[config.mk]
export PLATFORM = sky130hd
export DESIGN_NAME = hwk_detector
export DESIGN_NICKNAME = d
export VERILOG_FILES = /design/src/core/hwk_pkg.sv /design/src/core/hwk_filter.sv /design/src/core/hwk_detector.sv
export SDC_FILE = /design/constraint.sdc
export NUM_CORES = 1
export LEC_CHECK = 0
export BUFFER_PORTS_ARGS = -buffer_cell sky130_fd_sc_hd__clkbuf_2
export CAP_MARGIN = 20
export CORE_MARGIN = 2
export CORE_UTILIZATION = 61
export CTS_CLUSTER_SIZE = 24
export DETAILED_ROUTE_END_ITERATION = 8
export PLACE_DENSITY_LB_ADDON = 0.12
export SYNTH_ARGS = -nofsm -noshare
export SYNTH_HDL_FRONTEND = slang
export SYNTH_SLANG_ARGS = --single-unit
export TNS_END_PERCENT = 1
[constraint.sdc]
create_clock -name mclk -period 4 [get_ports mclk]
set_clock_uncertainty 0.05 [all_clocks]
set_input_delay 0.4 -clock mclk [delete_from_list [all_inputs] [get_ports mclk]]
set_output_delay 0.4 -clock mclk [all_outputs]
set_load 0.01 [all_outputs]
[src/core/hwk_pkg.sv]
package hwk_pkg;
   // Clock and filter timing
   localparam int CLK_HZ = 50000000;
   localparam int FILTER_TIME_US = 16;
   localparam int FILTER_CYCLES = (FILTER_TIME_US * (CLK_HZ / 1000000));
   localparam int FILT_W = 10;

   // Pull select codes
   localparam logic [1:0] PULL_NONE = 2'h0;
   localparam logic [1:0] PULL_DOWN = 2'h1;
   localparam logic [1:0] PULL_UP = 2'h2;
   localparam logic [1:0] PULL_AUTO = 2'h3;
   localparam logic [1:0] PULL_RESET = 2'h0;

   // Device operating modes
   typedef enum logic [2:0] {
      HWK_MODE_INIT,
      HWK_MODE_NORMAL,
      HWK_MODE_STOP,
      HWK_MODE_SLEEP,
      HWK_MODE_FAILSAFE
   } hwk_mode_t;

   // Software control bits
   typedef struct packed {
      logic wake_enable_ctrl;
      logic cyclic_mode;
      logic [1:0] wake_pull_ctrl;
      logic hv_measure_enable;
      logic alt_wake_enable;
   } hwk_ctrl_t;

   // Pull source drive
   typedef struct packed {
      logic pull_up_on;
      logic pull_down_on;
   } hwk_pull_t;
endpackage : hwk_pkg

[src/core/hwk_filter.sv]
`timescale 1ns/1ns
// Synchronised input with restartable deglitch; emits a pulse per accepted edge
module hwk_filter (
   input wire logic mclk,
   input wire logic resetn,
   input wire logic pin_in,
   input wire logic gate,
   output logic level,
   output logic edge_pulse
);
   logic sync1_reg;
   logic sync2_reg;
   logic raw_reg;
   logic level_reg;
   logic edge_reg;
   logic [hwk_pkg::FILT_W-1:0] cnt_reg;

   // Two-stage synchroniser
   always_ff @(posedge mclk or negedge resetn) begin
      if (!resetn) begin
         sync1_reg <= 1'b0;
         sync2_reg <= 1'b0;
      end else begin
         sync1_reg <= pin_in;
         sync2_reg <= sync1_reg;
      end
   end

   // Any crossing restarts the interval; stable for the full time is accepted
   always_ff @(posedge mclk or negedge resetn) begin
      if (!resetn) begin
         raw_reg <= 1'b0;
         level_reg <= 1'b0;
         cnt_reg <= '0;
         edge_reg <= 1'b0;
      end else begin
         raw_reg <= sync2_reg;
         edge_reg <= 1'b0;
         if (gate) begin
            cnt_reg <= '0;
            level_reg <= sync2_reg; // Track quietly while gated, no event
         end else if (sync2_reg != raw_reg) begin
            cnt_reg <= '0;
         end else if (sync2_reg != level_reg) begin
            if (cnt_reg == hwk_pkg::FILT_W'(hwk_pkg::FILTER_CYCLES - 1))
            begin
               level_reg <= sync2_reg;
               edge_reg <= 1'b1;
               cnt_reg <= '0;
            end else begin
               cnt_reg <= cnt_reg + 1'b1;
            end
         end else begin
            cnt_reg <= '0; // Short pulse returned: discarded
         end
      end
   end

   assign level = level_reg;
   assign edge_pulse = edge_reg;
endmodule : hwk_filter

[src/core/hwk_detector.sv]
`timescale 1ns/1ns
module hwk_detector (
   input wire logic mclk,
   input wire logic resetn,
   input wire logic hv_wake_input,
   input wire logic fail_out_general_pin,
   input wire logic timed_high_side_output,
   input wire hwk_pkg::hwk_mode_t mode,
   input wire hwk_pkg::hwk_ctrl_t ctrl,
   input wire logic wake_flag_clear,
   input wire logic alt_flag_clear,
   output logic wake_pin_event_flag,
   output logic alt_wake_event_status,
   output logic wake_level_status,
   output logic irq_req,
   output logic wake_req,
   output hwk_pkg::hwk_pull_t pull
);
   logic static_lvl;
   logic static_edge;
   logic alt_lvl;
   logic alt_edge;
   logic gate_static;
   logic gate_alt;
   logic hs_sync1_reg;
   logic hs_on_reg;
   logic hs_prev_reg;
   logic samp_sync1_reg;
   logic samp_live_reg;
   logic sampled_reg;
   logic sample_valid_reg;
   logic cyc_edge;
   logic cyc_active;
   logic win_close;
   logic wake_event;
   logic flag_reg;
   logic alt_reg;
   logic lvl_reg;
   logic irq_reg;
   logic wake_reg;
   hwk_pkg::hwk_pull_t pull_reg;

   // True when the device is in a mode that reports by interrupt
   function automatic logic is_irq_mode(input hwk_pkg::hwk_mode_t m);
      return (m == hwk_pkg::HWK_MODE_NORMAL) ||
             (m == hwk_pkg::HWK_MODE_STOP);
   endfunction : is_irq_mode

   // True when an event must wake the device rather than interrupt it
   function automatic logic is_wake_mode(input hwk_pkg::hwk_mode_t m);
      return (m == hwk_pkg::HWK_MODE_SLEEP) ||
             (m == hwk_pkg::HWK_MODE_FAILSAFE);
   endfunction : is_wake_mode

   // Modes in which the live level is published; it holds elsewhere
   function automatic logic shows_level(input hwk_pkg::hwk_mode_t m);
      return is_irq_mode(m) || (m == hwk_pkg::HWK_MODE_INIT);
   endfunction : shows_level

   // Source select for one pull code; auto follows the filtered level
   function automatic hwk_pkg::hwk_pull_t pull_decode(
      input logic [1:0] code,
      input logic lvl
   );
      hwk_pkg::hwk_pull_t p;
      p = '0;
      case (code)
         hwk_pkg::PULL_NONE: p = '0;
         hwk_pkg::PULL_DOWN: p.pull_down_on = 1'b1;
         hwk_pkg::PULL_UP: p.pull_up_on = 1'b1;
         hwk_pkg::PULL_AUTO: begin
            p.pull_up_on = lvl;
            p.pull_down_on = ~lvl;
         end
         default: p = '0;
      endcase
      return p;
   endfunction : pull_decode

   // Static filter is idle in cyclic sense or measurement mode
   assign gate_static = ctrl.cyclic_mode | ctrl.hv_measure_enable;
   assign gate_alt = ~ctrl.alt_wake_enable | ctrl.hv_measure_enable;

   hwk_filter u_main_filter (
      .mclk(mclk),
      .resetn(resetn),
      .pin_in(hv_wake_input),
      .gate(gate_static),
      .level(static_lvl),
      .edge_pulse(static_edge)
   );

   // Alternate pin uses the same static filter
   hwk_filter u_alt_filter (
      .mclk(mclk),
      .resetn(resetn),
      .pin_in(fail_out_general_pin),
      .gate(gate_alt),
      .level(alt_lvl),
      .edge_pulse(alt_edge)
   );

   // Synchronise the window strobe and pin for cyclic sampling. This pair
   // is separate from the filter's own, so the cyclic and static views of
   // one crossing may land a cycle apart; neither view feeds the other.
   always_ff @(posedge mclk or negedge resetn) begin
      if (!resetn) begin
         hs_sync1_reg <= 1'b0;
         hs_on_reg <= 1'b0;
         hs_prev_reg <= 1'b0;
         samp_sync1_reg <= 1'b0;
         samp_live_reg <= 1'b0;
      end else begin
         hs_sync1_reg <= timed_high_side_output;
         hs_on_reg <= hs_sync1_reg;
         hs_prev_reg <= hs_on_reg;
         samp_sync1_reg <= hv_wake_input;
         samp_live_reg <= samp_sync1_reg;
      end
   end

   // Cyclic sense runs only while measurement leaves the pin alone
   assign cyc_active = ctrl.cyclic_mode & ~ctrl.hv_measure_enable;
   // End of an on-time: the synchronised window has just fallen
   assign win_close = hs_prev_reg & ~hs_on_reg;

   // Sample at the end of each on-time; no evaluation outside the window
   always_ff @(posedge mclk or negedge resetn) begin
      if (!resetn) begin
         sampled_reg <= 1'b0;
         sample_valid_reg <= 1'b0;
      end else if (!cyc_active) begin
         sample_valid_reg <= 1'b0;
      end else if (win_close) begin
         sampled_reg <= samp_live_reg;
         sample_valid_reg <= 1'b1;
      end
   end

   // First sample only sets a reference, so entering cyclic mode is silent
   assign cyc_edge = cyc_active && win_close && sample_valid_reg &&
                     (samp_live_reg != sampled_reg);

   assign wake_event = (static_edge | cyc_edge) & ctrl.wake_enable_ctrl;

   // Sticky flags; a new event wins over a clear in the same cycle
   // Limitation: each flag remembers only that something happened, not how
   // many events arrived before software read it
   always_ff @(posedge mclk or negedge resetn) begin
      if (!resetn) begin
         flag_reg <= 1'b0;
         alt_reg <= 1'b0;
      end else begin
         if (wake_event) begin
            flag_reg <= 1'b1;
         end else if (wake_flag_clear) begin
            flag_reg <= 1'b0;
         end
         if (alt_edge) begin
            alt_reg <= 1'b1;
         end else if (alt_flag_clear) begin
            alt_reg <= 1'b0;
         end
      end
   end

   // Level view: live filtered, or sampled in cyclic, cleared when measuring
   always_ff @(posedge mclk or negedge resetn) begin
      if (!resetn) begin
         lvl_reg <= 1'b0;
      end else if (ctrl.hv_measure_enable) begin
         lvl_reg <= 1'b0;
      end else if (ctrl.cyclic_mode) begin
         lvl_reg <= sampled_reg;
      end else if (shows_level(mode)) begin
         lvl_reg <= static_lvl;
      end
   end

   // One-cycle interrupt or wake request depending on mode
   always_ff @(posedge mclk or negedge resetn) begin
      if (!resetn) begin
         irq_reg <= 1'b0;
         wake_reg <= 1'b0;
      end else begin
         irq_reg <= wake_event && is_irq_mode(mode);
         wake_reg <= wake_event && is_wake_mode(mode);
      end
   end

   // Pull sources; auto follows the filtered level to avoid chatter
   always_ff @(posedge mclk or negedge resetn) begin
      if (!resetn) begin
         pull_reg <= '0;
      end else if (ctrl.hv_measure_enable) begin
         pull_reg <= '0;
      end else begin
         pull_reg <= pull_decode(ctrl.wake_pull_ctrl, static_lvl);
      end
   end

   assign wake_pin_event_flag = flag_reg;
   assign alt_wake_event_status = alt_reg;
   assign wake_level_status = lvl_reg;
   assign irq_req = irq_reg;
   assign wake_req = wake_reg;
   assign pull = pull_reg;
endmodule : hwk_detector

# Word-level counts from Yosys, hierarchy flattened
# Cells that the tools add are included.
# totals
ff_bits	42
in_bits	16
elab_cells	108
output_inout_bits	7
# op_classes
n_eq_ne	17
reduce_logical	19
add_sub_neg	2
muxes	36
n_bitwise	10
# ops
op	count
10-bit two-way mux	8
1-bit two-way mux	25
10-bit by 1-bit adder with 10-bit output (second input constant)	2
10-bit == test (second input constant)	2
2-bit nonzero test	6
3-bit by 2-bit == test with 1-bit output (second input constant)	2
3-bit AND reduction	2
1-bit logical AND	5
1-bit inequality test	5
2-bit == test (second input constant)	2
2-bit inequality test (second input constant)	2
1-bit NOT	4
1-bit one-hot mux with 2 select lines	2
1-bit bitwise AND	3
3-bit by 1-bit == test with 1-bit output (second input constant)	1
3-bit == test (second input constant)	1
3-bit zero test	1
1-bit logical OR	3
1-bit OR	3
3-bit nonzero test	1
2-bit by 1-bit == test with 1-bit output (second input constant)	1
2-bit two-way mux	1
2-bit by 1-bit inequality test with 1-bit output (second input constant)	1
2-bit AND reduction	1

# Longest topological paths before layout
# Gate-level depths: netlist of the first run.
# logic_depth
depth_word	8
depth_mapped	5
ltp_nobuf	4

# Modules after synthesis
# A second synthesis of the first run with hierarchy kept.
# unflattened
hier_cells	169
area_unflattened_um2	1956.9
# by_module_without_submodules
module	seq_area_each_um2	area_each_um2	cells_per_inst	instances
hwk_filter	375.4	694.4	63	2
hwk_detector	350.3	568.0	43	1

# Worst setup path after synthesis of the first run
# Ideal clock, no wire load.
# synth_path
path_kind	reg2reg
start	reg u_main_filter.cnt_reg[0] (netlist bit)
end	reg u_main_filter.level_reg (netlist: u_main_filter.level)
path_stages_with_launch	5
period_less_slack_ns	1.576
n_path_buf	0
setup_time_ns	0.120
t_arrival_ns	1.406
setup_slack_ns	2.424
required_time_ns	3.830
cell_sequence	dfrtp_1 > ha_1 > nand4_1 > o41a_1 > o211a_1
# synth_via
elab_chain_cells	3
# synth_rtl
element	line_no	rtl
start, declared	hwk_filter.sv:16	logic [hwk_pkg::FILT_W-1:0] cnt_reg;
start signal, assigned	hwk_filter.sv:51	cnt_reg <= cnt_reg + 1'b1;
10-bit == test	hwk_filter.sv:45	if (cnt_reg == hwk_pkg::FILT_W'(hwk_pkg::FILTER_CYCLES - 1))
2-bit nonzero test (no source line)	n/a	
3-bit AND reduction (no source line)	n/a	
end signal, assigned	hwk_filter.sv:41	level_reg <= sync2_reg;
end signal, assigned	hwk_filter.sv:47	level_reg <= sync2_reg;
end, declared	hwk_filter.sv:14	logic level_reg;
# No other way between the ends.
# A chain may end at the register's enable or synchronous reset.

# Final worst setup path of the first run
# Ends and elaborated chain as after synthesis.

==> impl_metrics.toml, run 1 <==
[critical_path]
crit_type = "register to register"
r2r-end = "u_main_filter.level"
r2r_setup_slack_ns = 2.27
critical_path.max_fanout = 7
crit_start = "u_main_filter.cnt_reg[0]"
crit_arrival_ns = 1.93
end_kind = "register"
startpoint_type = "register"
cp.required_ns = 4.20
reg2regPathDepth = 4
r2r_start = "u_main_filter.cnt_reg[0]"

[hold_path]
hold_end = "hs_sync1_reg"
holdPathStages = 1
hp-start = "timed_high_side_output"
hold_path_class = "input port to register"

[timing]
fmaxAchievable_ghz = 0.579
rsz0062_at_grt = "false"
fin_setup_tns_ns = 0
fin_crit_sh = 0.432
setup_slack_ns = 2.27
holdWs_ns = 0.0976
finalHoldViolCount = 0
maxSlewViolCount = 0
slew-limit-headroom = 0.620
finalSetupViolations = 0
fin_crit_ns = 1.73
tightest_slew_ns = 0.564

[clock_tree]
cts_setup_buffers = 0
cts_tree = "yes"
ctsResizeCount = 0
clk-insertion-delay-late_ns = 0.35
cts_buffers = 5
ctsLongestPathBuffers = 2
clockRootBuffer = "clkbuf_4"
path_clk_slew_ns = 0.11
cts_max_level = 2
clock_sinks = 42

[die]
die_area_sq_um = 3530
core_area_sq_um = 2980
die-height_microns = 59.5
ioPinCount = 23
rows = 20
initial_core_util = 0.630
die_w_microns = 59.5

[yosys]
synthesis.area_sq_um = 1880
yosysTopAreaCell = "dfrtp_1"
ys_ff_latch = 42
synthCells = 168
yosys.area.top_type_share = 0.560
ys_top_cells_by_count = "42 x dfrtp_1, 12 x inv_1, 9 x a211oi_1"
synth_edf_count = 0
syn_nets = 186
synth_ff_type = "dfrtp_1"
synth.top_cells.by_area = "dfrtp_1 56%, a211oi_1 3.6%, inv_1 2.4%"
seq_area_frac_synth = 0.560
yosysWarnings = 0
synthArstFlopShare = 1.00
ys_types = 38
yosysMostFrequentCell = "dfrtp_1"
syn_avg_cell_area_sq_um = 11.2

[global_routing]
antenna_found_initial = 0
grt_usage = 0.218
grt_overflow = 0
grt_pass1_vias = 1303
grt_max_degree = 43
grt_pass1_wl_microns = 5660

[routing]
drtIter0Drc = 52
finalWirelength_microns = 3350
dr_total_vias = 1407
avgViaCountPerCell = 6.06
ant_nets = 0
routedWlPerCell_microns = 14.4
drc = 0
drt-pass1-iter-count = 4

[place]
dp_hpwl_microns = 2370
finalWeightedCongestion = 0.782
place.port_buffers = 22
dp_slack_ns = 2.04

[layout]
antenna_cells = 0
drive_above_1_share = 0.201
area_delta_synth_final_pct = 13.2
nets = 216

[power_and_ir_drop]
power_density_nw_per_um2 = 335
totalPowerFinal_uw = 712
ir_drop_mv = 0.200
power.leakage_uw = 0.000945

[outcome]
status = "finished clean"

[job]
max_cap_violations = 0
-- metal layers --
metal	track usage	vias up	wire (microns)
li1	-	683	-
met1	0.267	678	1500
met2	0.356	40	1640
met3	0.0721	6	154
met4	0.0812	0	49
met5	0	-	0
-- critical path: stages (launching register included) --
cell and delay, ns:
dfrtp_1 0.40, ha_1 0.22, nand4_1 0.27, o41a_1 0.48, o211a_1 0.21
-- worst max path at each step --
stage,to
6_report,u_main_filter.level
3_3_place_gp,u_main_filter.cnt_reg[3]
4_1_cts,u_main_filter.cnt_reg[9]
5_1_grt,u_main_filter.edge_pulse
3_5_place_dp,u_main_filter.cnt_reg[9]
2_1_floorplan,u_main_filter.level
-- layout by cell type (no fill, tap or decap), types with 3 or more instances in the layout --
| cell | n |
|---|---|
| a21oi_1 | 4 |
| nand3_1 | 7 |
| nand2_1 | 7 |
| clkbuf_4 | 5 |
| xor2_1 | 5 |
| o31ai_1 | 5 |
| dfrtp_1 | 42 |
| or3_1 | 7 |
| xnor2_1 | 3 |
| nor2b_1 | 3 |
| a211oi_1 | 9 |
| nor2_1 | 6 |
| nand4_1 | 4 |
| o21ai_0 | 7 |
| or4_1 | 4 |
| nor3b_1 | 6 |
| nor3_1 | 6 |
| inv_1 | 12 |
| clkbuf_2 | 22 |
-- power by group --
| group | switching, uW | leakage [uW] | internal [uW] |
|---|---|---|---|
| combinational | 26.3 | 0.000353 | 25.3 |
| clock | 129 | 0.0000353 | 85.3 |
| sequential | 10.2 | 0.000557 | 436 |
-- layout make-up --
class	count	area [sq um]
clock buffer	7	55.1
fill	213	855
multi-input combinational	111	768
clock inverter	1	5.00
inverter	12	45.0
timing repair buffer	26	158
tap	33	41.3
sequential	42	1050
-- logic make-up (layout without fill, tap and decap cells) --
family | Yosys count | in the layout | synth area share
AOI/OAI and AO/OA | 37 | 37 | 0.137
xor gates and xnor gates | 8 | 8 | 0.0374
adders and majority gates | 2 | 2 | 0.0133
buffers and inverters | 15 | 46 | 0.0300
DFF | 42 | 42 | 0.560
muxes | 3 | 3 | 0.0173
and+or+nand+nor | 61 | 61 | 0.205
-- what timing repair did --
item | CTS | global route
hold buffers | 0 | 1
endpoints found under the setup margin | 0 | 0
endpoints found under the hold margin | 0 | 20
-- metrics by stage --
stage | instances | util | instance area (sq um)
final | 232 | 0.713 | 2120
after global routing | 232 | 0.713 | 2120
after CTS | 228 | 0.697 | 2080
after detailed placement | 220 | 0.677 | 2020
after global placement | 220 | 0.677 | 2020
after floorplan | 168 | - | 1880
Power figures use the tool's default switching activity.
==> run 2: changes to the inputs <==
--- a/config.mk
+++ b/config.mk
@@ -8,7 +8,7 @@
 export BUFFER_PORTS_ARGS = -buffer_cell sky130_fd_sc_hd__clkbuf_2
 export CAP_MARGIN = 20
 export CORE_MARGIN = 2
-export CORE_UTILIZATION = 61
+export CORE_UTILIZATION = 51
 export CTS_CLUSTER_SIZE = 24
 export DETAILED_ROUTE_END_ITERATION = 8
 export PLACE_DENSITY_LB_ADDON = 0.12
==> constraint.sdc (replaced) <==
create_clock -name mclk -period 1.4 [get_ports mclk]
set_clock_uncertainty 0.05 [all_clocks]
set_input_delay 0.14 -clock mclk [delete_from_list [all_inputs] [get_ports mclk]]
set_output_delay 0.14 -clock mclk [all_outputs]
set_load 0.01 [all_outputs]
==> run 2 against run 1 <==
  * The flow now finishes with violations (negative setup slack)
  * Sequential power rose to 2.8 times the previous value
  * Die area is 18% higher
  * Routed wire length up 10%
  * Register-to-register slack got worse by 2.4 ns
  * Setup slack worse by 2.4 ns
  * Critical path depth fell by 1
  * Critical path type unchanged
==> impl_metrics.toml, run 2 (synthesis results as in run 1) <==
[place]
placed_area_sq_um = 2240
dp.cells = 260
dp_slack_ns = -0.141
dp_hpwl_microns = 2700
finalWeightedCongestion = 0.786
place.port_buffers = 22

[global_routing]
grt_overflow = 0
grt-busiest-layer = "met2"
met1_usage = 0.249
grt_pass1_vias = 1518
grt_pass1_wl_microns = 6600
grt_max_degree = 42
grt_usage = 0.205
antenna_found_initial = 0
grt_use_met2 = 0.362
use_met3 = 0.0434

[die]
die_area_sq_um = 4180
ioPinCount = 23
die-height_microns = 64.6
core_area_sq_um = 3610
initial_core_util = 0.520
rows = 22
die_w_microns = 64.6

[power_and_ir_drop]
power.leakage_uw = 0.00109
power_density_nw_per_um2 = 910
seqPwrFrac = 0.573
combinationalPowerShare = 0.075
switchingPower_uw = 495
ir_drop_mv = 0.765
pwr-share-clk = 0.352
swShare = 0.223
internal_power_uw = 1730

[outcome]
violations = "negative setup slack"
status = "complete, but fails checks"

[timing]
finalHoldViolCount = 0
slew-limit-headroom = 0.789
finalSetupViolations = 16
fmaxAchievable_ghz = 0.657
holdWs_ns = 0.00605
tightest_slew_ns = 0.315
fin_crit_sh = 1.09
maxSlewViolCount = 0
fin_setup_tns_ns = -0.784
fin_crit_ns = 1.52
rsz0062_at_grt = "true"
setup_slack_ns = -0.122

[routing]
drc = 0
routedWlPerCell_microns = 13.5
finalWirelength_microns = 3700
drt-pass1-iter-count = 4
drtIter0Drc = 98
dr_total_vias = 1488
ant_nets = 0
avgViaCountPerCell = 5.43

[clock_tree]
ctsLongestPathBuffers = 2
cts_tree = "yes"
cts_max_level = 2
cts_buffers = 5
clockRootBuffer = "clkbuf_8"
clock_sinks = 42
clk-insertion-delay-late_ns = 0.29
path_clk_slew_ns = 0.08

[layout]
drive_above_1_share = 0.327
area_delta_synth_final_pct = 30.2
area.sequential_sq_um = 1050
final_cell_mix = "41 x dfrtp_1, 23 x buf_4, 22 x clkbuf_2"
design_area_sq_um = 2440
instances_no_fill = 274
nets = 243
final_common_cell = "dfrtp_1"
antenna_cells = 0
fill_cells = 283
multiInputGateArea_sq_um = 818

[critical_path]
r2r_setup_slack_ns = -0.12
reg2regPathDepth = 3
r2r_start = "u_main_filter.cnt_reg[7]"
crit_path_top_delay_cell = "o41a_1"
startpoint_type = "register"
worst-path-buf-inv = 0
crit_chain = "or3_4, o41a_1, o211a_1"
critical_path.max_fanout = 2
r2r-end = "u_main_filter.level"
end_kind = "register"
crit_type = "register to register"
crit_arrival_ns = 1.65
critical_path.top_delay_family = "compound AO/OA/AOI/OAI gates"
cp.required_ns = 1.53
max_stage_delay_ns = 0.40

[hold_path]
hp-start = "mode[2]"
holdPathStages = 2
hold_end = "irq_req"
hold_path_class = "input port to register"

[job]
max_cap_violations = 0
[run 2: cell types whose count changed in the layout (fill, tap and decap cells not counted), sizes merged]
cell / previous run / this run
buf: 3 / 26
dlygate4sd3: 1 / 5
[run 2: repair_timing]
item                       in CTS  in global routing
buffers inserted                1                  0
setup endpoints to repair      20                 20
resized for setup               1                 11
hold buffers                    5                  0
hold endpoints to repair       46                  0
pin swaps                       1                  4
[run 2: layer usage]
layer,wire length [microns],part of all wire
met2,1880,0.51
met5,0,0
met1,1640,0.44
met3,136,0.037
met4,42,0.011
[run 2: power by group through the flow]
| stage | combinational [uW] | clock [uW] | sequential (uW) |
|---|---|---|---|
| final | 167 | 783 | 1270 |
| after global routing | 187 | 859 | 1280 |
| after CTS | 169 | 798 | 1270 |
| after detailed placement | 157 | 0 | 1300 |
| after global placement | 150 | 0 | 1290 |
| after floorplan | 69.1 | 0 | 1300 |
[run 2: cell type report]
cell class,instances,area share
multi-input cells,111,0.335
repair buffers,53,0.154
flip-flops and latches,42,0.431
inverters,12,0.0184
clock buffers,7,0.0353
well taps,48,0.0246
clock inverters,1,0.00205
[run 2: worst max-delay path by stage]
stage,start,end,slack [ns],cells past startpoint
after detailed placement,u_main_filter.cnt_reg[1],u_main_filter.level,-0.14,4
final,u_main_filter.cnt_reg[7],u_main_filter.level,-0.12,3
after global routing,u_alt_filter.cnt_reg[5],u_alt_filter.edge_pulse,-0.19,3
after CTS,u_main_filter.cnt_reg[7],u_main_filter.level,-0.13,3
after floorplan,u_main_filter.cnt_reg[7],u_main_filter.level,-0.15,3
after global placement,u_main_filter.cnt_reg[7],u_main_filter.level,-0.10,3
[run 2: metrics by stage]
stage	total power [uW]	util
floorplan	1360	-
finish	2220	0.677
global route	2320	0.677
global placement	1440	0.622
CTS	2240	0.664
detailed placement	1450	0.622
